==> src/rtl/frm_pkg.sv <==
/*
  Package for the reconfiguration manager: image slots, load sources, status codes,
  configuration handshake timing and the packed carriers shared by the design files.
  Assumes a single 250 MHz core clock domain.
*/
package frm_pkg;

  // ****************************************************************
  // Image store
  // ****************************************************************
  localparam int FRM_IMAGE_SLOTS = 4;
  localparam int FRM_SLOT_W = 2;
  localparam logic [1:0] FRM_SLOT_RESET = 2'h0;
  localparam int FRM_FLASH_ADDR_W = 24;
  localparam int FRM_SLOT_ADDR_LSB = 22;

  // ****************************************************************
  // Timing
  // ****************************************************************
  localparam int FRM_CLK_MHZ = 250;
  localparam int FRM_PROG_PULSE_NS = 500;
  localparam int FRM_PROG_PULSE_CYC = (FRM_PROG_PULSE_NS * FRM_CLK_MHZ + 999) / 1000;
  localparam int FRM_DONE_TIMEOUT_CYC = 1000000;
  localparam int FRM_CNT_W = 24;

  // ****************************************************************
  // Identity, arbitrary values
  // ****************************************************************
  localparam logic [15:0] FRM_VENDOR_ID_DEF = 16'h1234;
  localparam logic [15:0] FRM_DEVICE_ID_DEF = 16'h5678;

  typedef enum logic [1:0] {
    FRM_SRC_FLASH = 2'h0,
    FRM_SRC_HOST = 2'h1,
    FRM_SRC_JTAG = 2'h2
  } frm_src_t;

  typedef enum logic [1:0] {
    FRM_ST_IDLE = 2'h0,
    FRM_ST_BUSY = 2'h1,
    FRM_ST_DONE = 2'h2,
    FRM_ST_FAIL = 2'h3
  } frm_status_t;

  // Host command port
  typedef struct packed {
    logic reload;
    logic streamStart;
    logic jtagStart;
    logic [FRM_SLOT_W-1:0] slot;
  } frm_cmd_t;

  // Byte stream, used for both flash read data and host image data
  typedef struct packed {
    logic valid;
    logic last;
    logic [7:0] data;
  } frm_byte_t;

  // Low-level pins of the user FPGA configuration port
  typedef struct packed {
    logic progN;
    logic cclk;
    logic [7:0] data;
  } frm_cfg_out_t;

  typedef struct packed {
    frm_status_t status;
    frm_src_t source;
    logic [FRM_SLOT_W-1:0] slot;
    logic endpointReady;
  } frm_stat_t;

endpackage

==> src/rtl/frm_manager.sv <==
/*
  Reconfiguration manager top: chooses a load source (flash slot, host stream or
  JTAG), drives the configuration port through the shifter and keeps the PCIe
  identity and endpoint alive throughout. Assumes the flash controller, PCIe core
  and JTAG chain sit outside and meet it over the ports below on core_clk.
*/
//
// Summary of operation
// - Endpoint ready at once after power up
// - Flash holds four selectable image slots
// - Power-up slot taken from hardware switch
// - Flash writable by JTAG or host
// - Host selects slot then issues reload
// - Host may stream image for configuration
// - Streamed image never written to flash
// - JTAG may configure user FPGA directly
// - Manager drives configuration handshake itself
// - PCIe config space kept across reloads
// - Same device identity after any reload
`timescale 1ns/1ps
`default_nettype none
module frm_manager (
  input wire logic core_clk,
  input wire logic reset,
  input wire logic clkEn,
  input wire logic [frm_pkg::FRM_SLOT_W-1:0] slotSwitch,
  input wire frm_pkg::frm_cmd_t hostCmd,
  input wire frm_pkg::frm_byte_t hostStream,
  output logic hostStreamReady,
  input wire logic hostFlashWrite,
  input wire logic jtagFlashWrite,
  input wire logic [frm_pkg::FRM_FLASH_ADDR_W-1:0] flashWrAddr,
  input wire logic [7:0] flashWrData,
  output logic flashReadReq,
  output logic [frm_pkg::FRM_FLASH_ADDR_W-1:0] flashReadAddr,
  input wire frm_pkg::frm_byte_t flashRead,
  output logic flashWriteEn,
  output logic [frm_pkg::FRM_FLASH_ADDR_W-1:0] flashWriteAddr,
  output logic [7:0] flashWriteData,
  input wire logic cfgInitPin,
  input wire logic cfgDonePin,
  output frm_pkg::frm_cfg_out_t cfgOut,
  output logic jtagBypassEn,
  output frm_pkg::frm_stat_t status,
  output logic [15:0] pcieVendorId,
  output logic [15:0] pcieDeviceId,
  output logic [31:0] pcieCfgData,
  input wire logic [3:0] pcieCfgIndex,
  input wire logic pcieCfgWrite,
  input wire logic [31:0] pcieCfgWrData
);
  import frm_pkg::*;

  typedef enum logic [1:0] {
    MG_BOOT = 2'h0,
    MG_IDLE = 2'h1,
    MG_LOAD = 2'h2
  } frm_mg_state_t;

  // ****************************************************************
  // Pin synchronisers
  // ****************************************************************
  logic [2:0] syncA_reg, syncB_reg;
  logic [FRM_SLOT_W-1:0] swA_reg, swB_reg;
  logic initSync, doneSync;

  always_ff @(posedge core_clk) begin
    if (reset) begin
      syncA_reg <= '0;
      syncB_reg <= '0;
      swA_reg <= FRM_SLOT_RESET;
      swB_reg <= FRM_SLOT_RESET;
    end else if (clkEn) begin
      syncA_reg <= {cfgDonePin, cfgInitPin, 1'b0};
      syncB_reg <= syncA_reg;
      swA_reg <= slotSwitch;
      swB_reg <= swA_reg;
    end
  end
  assign initSync = syncB_reg[1];
  assign doneSync = syncB_reg[2];

  // ****************************************************************
  // Manager state
  // ****************************************************************
  frm_mg_state_t state_reg, state_next;
  frm_src_t src_reg, src_next;
  frm_status_t stat_reg, stat_next;
  logic [FRM_SLOT_W-1:0] slot_reg, slot_next;
  logic [FRM_FLASH_ADDR_W-1:0] rdAddr_reg, rdAddr_next;
  logic [1:0] bootWait_reg, bootWait_next;
  logic shStart, shFinished, shFailed, shReady;
  frm_byte_t shByte;

  always_comb begin
    state_next = state_reg;
    src_next = src_reg;
    stat_next = stat_reg;
    slot_next = slot_reg;
    rdAddr_next = rdAddr_reg;
    bootWait_next = bootWait_reg;
    shStart = 1'b0;
    unique case (state_reg)
      MG_BOOT: begin
        // Four cycles let the switch pass its synchroniser before it is used
        bootWait_next = bootWait_reg + 1'b1;
        if (bootWait_reg == 2'h3) begin
          slot_next = swB_reg;
          src_next = FRM_SRC_FLASH;
          state_next = MG_LOAD;
          stat_next = FRM_ST_BUSY;
          rdAddr_next = {swB_reg, {FRM_SLOT_ADDR_LSB{1'b0}}};
          shStart = 1'b1;
        end
      end
      MG_IDLE: begin
        if (hostCmd.reload) begin
          slot_next = hostCmd.slot;
          src_next = FRM_SRC_FLASH;
          rdAddr_next = {hostCmd.slot, {FRM_SLOT_ADDR_LSB{1'b0}}};
          state_next = MG_LOAD;
          stat_next = FRM_ST_BUSY;
          shStart = 1'b1;
        end else if (hostCmd.streamStart) begin
          src_next = FRM_SRC_HOST;
          state_next = MG_LOAD;
          stat_next = FRM_ST_BUSY;
          shStart = 1'b1;
        end else if (hostCmd.jtagStart) begin
          src_next = FRM_SRC_JTAG;
          state_next = MG_LOAD;
          stat_next = FRM_ST_BUSY;
          shStart = 1'b1;
        end
      end
      MG_LOAD: begin
        if (src_reg == FRM_SRC_FLASH && flashRead.valid && shReady) begin
          rdAddr_next = rdAddr_reg + 1'b1;
        end
        if (shFinished) begin
          stat_next = FRM_ST_DONE;
          state_next = MG_IDLE;
        end else if (shFailed) begin
          stat_next = FRM_ST_FAIL;
          state_next = MG_IDLE;
        end
      end
      default: state_next = MG_IDLE;
    endcase
  end

  always_ff @(posedge core_clk) begin
    if (reset) begin
      state_reg <= MG_BOOT;
      src_reg <= FRM_SRC_FLASH;
      stat_reg <= FRM_ST_IDLE;
      slot_reg <= FRM_SLOT_RESET;
      rdAddr_reg <= '0;
      bootWait_reg <= 2'h0;
    end else if (clkEn) begin
      state_reg <= state_next;
      src_reg <= src_next;
      stat_reg <= stat_next;
      slot_reg <= slot_next;
      rdAddr_reg <= rdAddr_next;
      bootWait_reg <= bootWait_next;
    end
  end

  // ****************************************************************
  // Data source mux
  // ****************************************************************
  always_comb begin
    shByte = '0;
    hostStreamReady = 1'b0;
    flashReadReq = 1'b0;
    if (state_reg == MG_LOAD) begin
      unique case (src_reg)
        FRM_SRC_FLASH: begin
          shByte = flashRead;
          flashReadReq = shReady;
        end
        FRM_SRC_HOST: begin
          // Bytes go straight to the config port, nothing reaches flash
          shByte = hostStream;
          hostStreamReady = shReady;
        end
        default: shByte = '0;
      endcase
    end
  end
  assign flashReadAddr = rdAddr_reg;
  assign jtagBypassEn = (state_reg == MG_LOAD) && (src_reg == FRM_SRC_JTAG);

  frm_cfg_shifter uShifter (
    .core_clk(core_clk),
    .reset(reset),
    .clkEn(clkEn),
    .start(shStart),
    .bypass(src_next == FRM_SRC_JTAG),
    .inByte(shByte),
    .inReady(shReady),
    .initDone(initSync),
    .cfgDone(doneSync),
    .cfgOut(cfgOut),
    .finished(shFinished),
    .failed(shFailed)
  );

  // ****************************************************************
  // Flash programming path
  // ****************************************************************
  logic fwEn_reg;
  logic [FRM_FLASH_ADDR_W-1:0] fwAddr_reg;
  logic [7:0] fwData_reg;

  // Both ports share one address and data path; the write pulses are merged
  always_ff @(posedge core_clk) begin
    if (reset) begin
      fwEn_reg <= 1'b0;
      fwAddr_reg <= '0;
      fwData_reg <= 8'h00;
    end else if (clkEn) begin
      fwEn_reg <= hostFlashWrite || jtagFlashWrite;
      fwAddr_reg <= flashWrAddr;
      fwData_reg <= flashWrData;
    end
  end
  assign flashWriteEn = fwEn_reg;
  assign flashWriteAddr = fwAddr_reg;
  assign flashWriteData = fwData_reg;

  // ****************************************************************
  // PCIe configuration space, untouched by any reload
  // ****************************************************************
  logic [31:0] cfgSpace_reg [16];
  logic [31:0] cfgRd_reg;

  // Only the PCIe write port and reset touch this storage
  always_ff @(posedge core_clk) begin
    if (reset) begin
      for (int i = 0; i < 16; i++) begin
        cfgSpace_reg[i] <= 32'h0000_0000;
      end
      cfgRd_reg <= 32'h0000_0000;
    end else if (clkEn) begin
      if (pcieCfgWrite && pcieCfgIndex != 4'h0) begin
        cfgSpace_reg[pcieCfgIndex] <= pcieCfgWrData;
      end
      cfgRd_reg <= (pcieCfgIndex == 4'h0) ? {FRM_DEVICE_ID_DEF, FRM_VENDOR_ID_DEF}
                                          : cfgSpace_reg[pcieCfgIndex];
    end
  end
  assign pcieCfgData = cfgRd_reg;
  assign pcieVendorId = FRM_VENDOR_ID_DEF;
  assign pcieDeviceId = FRM_DEVICE_ID_DEF;

  assign status.status = stat_reg;
  assign status.source = src_reg;
  assign status.slot = slot_reg;
  assign status.endpointReady = 1'b1;

  // ****************************************************************
  // Checks
  // ****************************************************************
  a_boot_slot_switch: assert property (@(posedge core_clk) disable iff (reset)
    clkEn && state_reg == MG_BOOT && bootWait_reg == 2'h3 |=> slot_reg == $past(swB_reg))
    else $error("boot slot not taken from switch");
  a_reload_slot: assert property (@(posedge core_clk) disable iff (reset)
    clkEn && state_reg == MG_IDLE && hostCmd.reload
      |=> state_reg == MG_LOAD && slot_reg == $past(hostCmd.slot))
    else $error("reload did not load requested slot");
  a_busy_on_start: assert property (@(posedge core_clk) disable iff (reset)
    clkEn && shStart |=> stat_reg == FRM_ST_BUSY)
    else $error("status not busy after load start");
  a_done_status: assert property (@(posedge core_clk) disable iff (reset)
    clkEn && state_reg == MG_LOAD && shFinished |=> stat_reg == FRM_ST_DONE)
    else $error("status not done after finish");
  a_fail_status: assert property (@(posedge core_clk) disable iff (reset)
    clkEn && state_reg == MG_LOAD && shFailed |=> stat_reg == FRM_ST_FAIL)
    else $error("status not failed after error");
  a_stream_no_flash: assert property (@(posedge core_clk) disable iff (reset)
    src_reg == FRM_SRC_HOST && !hostFlashWrite && !jtagFlashWrite |=> !flashWriteEn)
    else $error("streamed image reached flash");
  a_identity_stable: assert property (@(posedge core_clk) disable iff (reset)
    clkEn && pcieCfgIndex == 4'h0 |=> pcieCfgData == {FRM_DEVICE_ID_DEF, FRM_VENDOR_ID_DEF}
      && pcieVendorId == FRM_VENDOR_ID_DEF && pcieDeviceId == FRM_DEVICE_ID_DEF)
    else $error("device identity changed");
  a_endpoint_ready: assert property (@(posedge core_clk)
    status.endpointReady)
    else $error("endpoint not ready");
  a_cfg_kept: assert property (@(posedge core_clk) disable iff (reset)
    clkEn && !pcieCfgWrite && state_reg == MG_LOAD
      |=> cfgSpace_reg[3] == $past(cfgSpace_reg[3]))
    else $error("config space changed during reload");
  a_jtag_bypass: assert property (@(posedge core_clk) disable iff (reset)
    clkEn && state_reg == MG_IDLE && !hostCmd.reload && !hostCmd.streamStart
      && hostCmd.jtagStart |=> jtagBypassEn)
    else $error("jtag bypass not opened");

  c_flash_reload: cover property (@(posedge core_clk) disable iff (reset)
    state_reg == MG_LOAD && src_reg == FRM_SRC_FLASH && shFinished);
  c_stream_load: cover property (@(posedge core_clk) disable iff (reset)
    state_reg == MG_LOAD && src_reg == FRM_SRC_HOST && shFinished);
  c_jtag_load: cover property (@(posedge core_clk) disable iff (reset)
    state_reg == MG_LOAD && src_reg == FRM_SRC_JTAG && shFinished);
  c_load_fail: cover property (@(posedge core_clk) disable iff (reset) shFailed);
endmodule
`default_nettype wire

==> src/rtl/frm_cfg_shifter.sv <==
/*
  Configuration port driver: pulses program, waits for init, clocks bytes into the
  user FPGA and checks done. Assumes init and done are already synchronised.
*/
`timescale 1ns/1ps
`default_nettype none
module frm_cfg_shifter (
  input wire logic core_clk,
  input wire logic reset,
  input wire logic clkEn,
  input wire logic start,
  input wire logic bypass,
  input wire frm_pkg::frm_byte_t inByte,
  output logic inReady,
  input wire logic initDone,
  input wire logic cfgDone,
  output frm_pkg::frm_cfg_out_t cfgOut,
  output logic finished,
  output logic failed
);
  import frm_pkg::*;

  typedef enum logic [2:0] {
    SH_IDLE = 3'h0,
    SH_PROG = 3'h1,
    SH_INIT = 3'h2,
    SH_DATA = 3'h3,
    SH_DONE = 3'h4
  } frm_sh_state_t;

  frm_sh_state_t state_reg, state_next;
  logic [FRM_CNT_W-1:0] cnt_reg, cnt_next;
  frm_cfg_out_t out_reg, out_next;
  logic fin_reg, fin_next, fail_reg, fail_next;

  assign inReady = (state_reg == SH_DATA) && !out_reg.cclk;
  assign cfgOut = out_reg;
  assign finished = fin_reg;
  assign failed = fail_reg;

  // ****************************************************************
  // Handshake sequencer
  // ****************************************************************
  always_comb begin
    state_next = state_reg;
    cnt_next = cnt_reg;
    out_next = out_reg;
    fin_next = 1'b0;
    fail_next = 1'b0;
    unique case (state_reg)
      SH_IDLE: begin
        out_next.cclk = 1'b0;
        if (start) begin
          out_next.progN = 1'b0;
          cnt_next = FRM_CNT_W'(FRM_PROG_PULSE_CYC);
          state_next = SH_PROG;
        end
      end
      SH_PROG: begin
        cnt_next = cnt_reg - 1'b1;
        if (cnt_reg == FRM_CNT_W'(1)) begin
          out_next.progN = 1'b1;
          cnt_next = FRM_CNT_W'(FRM_DONE_TIMEOUT_CYC);
          state_next = SH_INIT;
        end
      end
      SH_INIT: begin
        cnt_next = cnt_reg - 1'b1;
        if (initDone) begin
          state_next = bypass ? SH_DONE : SH_DATA;
          cnt_next = FRM_CNT_W'(FRM_DONE_TIMEOUT_CYC);
        end else if (cnt_reg == '0) begin
          fail_next = 1'b1;
          state_next = SH_IDLE;
        end
      end
      SH_DATA: begin
        // Cclk runs at half rate; data changes only as cclk rises, in the same cycle
        if (out_reg.cclk) begin
          out_next.cclk = 1'b0;
        end else if (inByte.valid) begin
          out_next.data = inByte.data;
          out_next.cclk = 1'b1;
          if (inByte.last) begin
            state_next = SH_DONE;
          end
        end
      end
      SH_DONE: begin
        // Startup clocks only; while JTAG owns the pins cclk stays low
        out_next.cclk = bypass ? 1'b0 : ~out_reg.cclk;
        cnt_next = cnt_reg - 1'b1;
        if (cfgDone) begin
          fin_next = 1'b1;
          out_next.cclk = 1'b0;
          state_next = SH_IDLE;
        end else if (cnt_reg == '0) begin
          fail_next = 1'b1;
          out_next.cclk = 1'b0;
          state_next = SH_IDLE;
        end
      end
      default: state_next = SH_IDLE;
    endcase
  end

  always_ff @(posedge core_clk) begin
    if (reset) begin
      state_reg <= SH_IDLE;
      cnt_reg <= '0;
      out_reg <= '{progN: 1'b1, cclk: 1'b0, data: 8'h00};
      fin_reg <= 1'b0;
      fail_reg <= 1'b0;
    end else if (clkEn) begin
      state_reg <= state_next;
      cnt_reg <= cnt_next;
      out_reg <= out_next;
      fin_reg <= fin_next;
      fail_reg <= fail_next;
    end
  end

  a_prog_low_pulse: assert property (@(posedge core_clk) disable iff (reset)
    clkEn && state_reg == SH_IDLE && start |=> !out_reg.progN)
    else $error("program pin not asserted on start");
  a_no_data_early: assert property (@(posedge core_clk) disable iff (reset)
    (state_reg == SH_PROG || state_reg == SH_INIT) |-> !out_reg.cclk)
    else $error("cclk toggled before init");
endmodule
`default_nettype wire

==> config.mk <==
export PLATFORM = sky130hd
export DESIGN_NAME = frm_manager
export DESIGN_NICKNAME = d
export VERILOG_FILES = /design/src/rtl/frm_pkg.sv /design/src/rtl/frm_manager.sv /design/src/rtl/frm_cfg_shifter.sv
export SDC_FILE = /design/constraint.sdc
export NUM_CORES = 1
export LEC_CHECK = 0
export BUFFER_PORTS_ARGS = -buffer_cell sky130_fd_sc_hd__buf_4
export CORE_MARGIN = 10
export CORE_UTILIZATION = 46
export DETAILED_ROUTE_END_ITERATION = 12
export PLACE_DENSITY = 0.75
export SYNTH_ARGS = -nofsm -noshare
export SYNTH_HDL_FRONTEND = slang
export SYNTH_SLANG_ARGS = --single-unit
==> constraint.sdc <==
create_clock -name core_clk -period 5.3 [get_ports core_clk]
set_input_delay 0.53 -clock core_clk [delete_from_list [all_inputs] [get_ports core_clk]]
set_output_delay 0.53 -clock core_clk [all_outputs]
set_load 0.1 [all_outputs]
==> impl.org <==
** Run
- Number of violations of the max-capacitance limit :: 0

** Global routing
- The total overflow left after global routing is 0.
- Across every metal layer, demand over resource in global routing totals 0.2052.
- First-pass GRT wire length :: 116.7 mm
- The via count of the first global-routing pass is between 15,000 and 20,000.
- The initial antenna violation count is 3.
- Entering global routing, the biggest net connects 73 pins.

** Timing
- For the final routed database, the setup TNS stands at 0 ns.
- Unrepaired setup endpoints after global routing :: false
- Clock tree skew after final layout :: 0.01816 ns
- Final setup vio count :: 0
- Final period utilization :: 0.6897
- The number of hold violations in the final report is 0.
- The final count of pins violating max slew is 0.
- Fmax :: roughly 270 MHz
- In this run the tightest slew margin relative to its limit is 0.1869.
- Worst Tran Pin Value :: ~1.2 ns
- Final period demand of the worst path :: between 3 and 4 ns
- Hold timing on the final database bottoms out at a slack of approximately 0.15 ns.

** Clocking
- TritonCTS built the clock tree.
- After clock tree synthesis, the clock-pin slew on the worst setup and hold paths is around 0.06 ns.
- Post-CTS timing repair inserted 0 buffers for setup.
- For the worst-skew pair, the clock arrives at the later sink with an insertion delay of approximately 0.63 ns.
- Bufs on Longest Clock Path :: 3
- CTS resizes :: 0
- Clock root buffer master :: sky130_fd_sc_hd__clkbuf_16
- Max H-tree Level :: 3
- Counting the buffers created by CTS gives 71.
- Clock sink total :: 658
- The number of hold buffers added after CTS was 0.

** Setup path
- Destination of the worst register-to-register timing path :: flashReadAddr[7]
- Flop-to-flop setup slack :: ~2.1 ns
- The worst setup path is of the in2reg kind.
- Counting cells, the worst reg-to-reg path comes to 6.
- Type of origin of the critical path :: input pin
- The worst register-to-register path begins at uShifter.state_reg[1].
- Of all nets on the critical path, the largest fanout is 37.
- Data arrival time of the worst path :: between 3 and 4 ns
- Kind of capture point of the worst setup path :: flop
- STA puts the critical path data required time at about 5.5 ns.
- The most critical setup path has its startpoint at pcieCfgIndex[2].

** Routing
- Number of nets still failing antenna checks after routing :: 0
- Via count :: approximately 18,000
- After the first detailed-routing iteration, the DRC count stood at 2,176.
- For this run, design rule violations remaining after detail routing come to 0.
- Summed over all layers, the routed wires come to 77.66 mm.
- The first detailed-routing pass ran for 5 iterations.
- Mean routed wirelength per cell :: 24.26 µm
- Vias/cell :: 5.763

** Hold path
- Kind of path behind the tightest hold check :: in2reg
- Along the worst hold path, the cell count comes to 3.
- The startpoint identified for the worst hold timing path is cfgDonePin.
- Worst Hold Path EP :: syncA_reg[2]

** Yosys
- Synthesis produced roughly 2,100 cells.
- Flop and latch count out of synthesis :: 658
- Number of unique standard cell types used by synthesis :: 63
- Main flop type after synthesis :: sky130_fd_sc_hd__edfxtp_1
- Warnings from Yosys :: 0
- Post-synthesis instance area :: a little under 30,000 µm²
- In the synthesized netlist, the cells that appear most often are sky130_fd_sc_hd__edfxtp_1, sky130_fd_sc_hd__and2_1, sky130_fd_sc_hd__mux4_2.
- Share of Yosys cell area claimed by the top area cell type :: 0.5228
- Cell with the most instances after synthesis :: sky130_fd_sc_hd__edfxtp_1
- Ranking of synthesized cells by area :: sky130_fd_sc_hd__edfxtp_1, sky130_fd_sc_hd__mux4_2, sky130_fd_sc_hd__and2_1, sky130_fd_sc_hd__dfxtp_1, sky130_fd_sc_hd__mux2i_1
- The largest total area in the synthesized netlist belongs to sky130_fd_sc_hd__edfxtp_1.
- Counting flops with a built-in enable in the synthesized netlist gives a little over 500.
- Mean instance size in the synthesized netlist :: 14.08 µm²
- After synthesis, the share of flip-flops with an asynchronous set or reset is 0.
- For this run, the register share of the synthesized area comes to 0.6222.

** Die
- The total area inside the core boundary comes to between 60,000 and 70,000 µm².
- Die Height :: between 200 and 300 µm
- Area of the die :: between 70,000 and 80,000 µm²
- Number of primary I/O pins :: approximately 240
- The floorplan has a little over 90 rows.
- For this configuration, the core starts out at a cell density of 0.4654.
- Width of the chip :: around 270 µm

** Place
- Routability-driven placement finished with a final weighted congestion of 0.8523.
- After detailed placement, the design holds a cell count of 3,072.
- The count of buffers added on input and output ports is between 200 and 250.
- After legalization and detailed placement, the total HPWL measured about 50 mm.

** Layout
- In the final layout, the share of cells above drive strength 1 is 0.2497.
- Non-filler instance count after layout :: around 3,200
- At the end of the flow, the number of nets in the layout was between 2,000 and 2,500.
- Number of flip-flops in the largest register :: 512
- Final core utilization :: 0.5442
- Relative to the synthesized area, the layout overhead comes to 16.95%.
- The number of antenna diodes in the final layout is 0.

** Power
- Power Density :: between 300 and 400 nW/µm²
- Post-layout power :: about 12,000 µW
- Peak VDD IR :: 0.0002530 V
- Leakage power :: 0.01252 µW

** Status
- Run status :: completed
-- per-stage QoR --
stage | area [µm²] | setup WS [ns]
CTS | 34390 | 1.712
finish | 34390 | 1.645
global route | 34390 | 1.551
floorplan | 29640 | 0.8904
detailed placement | 32070 | 1.069
global placement | 32070 | 1.095
-- worst max-delay path by stage --
stage,end,slack [ns],depth (start not counted)
detailed placement,cfgSpace_reg[8][8],1.07,8
finish,cfgSpace_reg[8][16],1.64,8
global route,cfgSpace_reg[8][16],1.55,8
global placement,cfgSpace_reg[8][23],1.10,8
floorplan,cfgSpace_reg[5][0],0.89,5
CTS,cfgSpace_reg[8][9],1.71,8
-- layout make-up --
type,count,area [µm²]
Clock buffer,98,1979
Clock inverter,31,340.3
Fill cell,4997,28800
Inverter,16,60.06
Multi-Input combinational cell,1285,10620
Sequential cell,658,18300
Tap cell,846,1059
Timing Repair Buffer,267,2039
-- power breakdown --
group          internal [µW]  switching (µW)
Sequential              5830             112
Clock                   2800            2100
Combinational            439             928
Total                   9070            3150
-- cell families (layout without fill, tap and decap cells) --
group                    Yosys count  count (layout)  share of synthesized area
buffers and inverters            209             412                    0.03136
multiplexers                     213             213                     0.1406
flip-flops                       658             658                     0.6222
XOR/XNOR                          16              16                   0.004765
AO/OA/AOI/OAI                    173             173                    0.04046
other                              2              65                  0.0002554
adder cells (fa/ha/maj)            9               9                   0.003744
AND/OR/NAND/NOR                  809             809                     0.1566
-- placed cells by master, fill, tap and decap left out, types with 22 or more instances in the layout --
cell	instances
sky130_fd_sc_hd__dfxtp_1	146
sky130_fd_sc_hd__conb_1	65
sky130_fd_sc_hd__nand2_1	60
sky130_fd_sc_hd__a21oi_1	53
sky130_fd_sc_hd__edfxtp_1	512
sky130_fd_sc_hd__o21ai_0	32
sky130_fd_sc_hd__mux4_2	160
sky130_fd_sc_hd__buf_4	263
sky130_fd_sc_hd__nand3_1	22
sky130_fd_sc_hd__and2_1	485
sky130_fd_sc_hd__clkbuf_16	72
sky130_fd_sc_hd__mux2i_1	52
sky130_fd_sc_hd__nor2_1	106
-- per-layer routing --
layer | wire, µm | vias up | track usage
met5 | 28 | - | 0
met4 | 1928 | 4 | 0.05833
met3 | 7737 | 146 | 0.04655
met2 | 37780 | 934 | 0.3343
met1 | 30190 | 9339 | 0.2725
li1 | - | 8024 | -
-- worst max-delay path, stage by stage --
cell	delay (ns)
sky130_fd_sc_hd__buf_4	0.53
sky130_fd_sc_hd__o41ai_2	0.11
sky130_fd_sc_hd__buf_4	0.23
sky130_fd_sc_hd__nor2_2	0.41
sky130_fd_sc_hd__buf_4	0.36
sky130_fd_sc_hd__nand4b_1	0.50
sky130_fd_sc_hd__nor3_2	0.34
sky130_fd_sc_hd__or2_2	0.82
No activity file was read; power rests on OpenSTA's default activity.
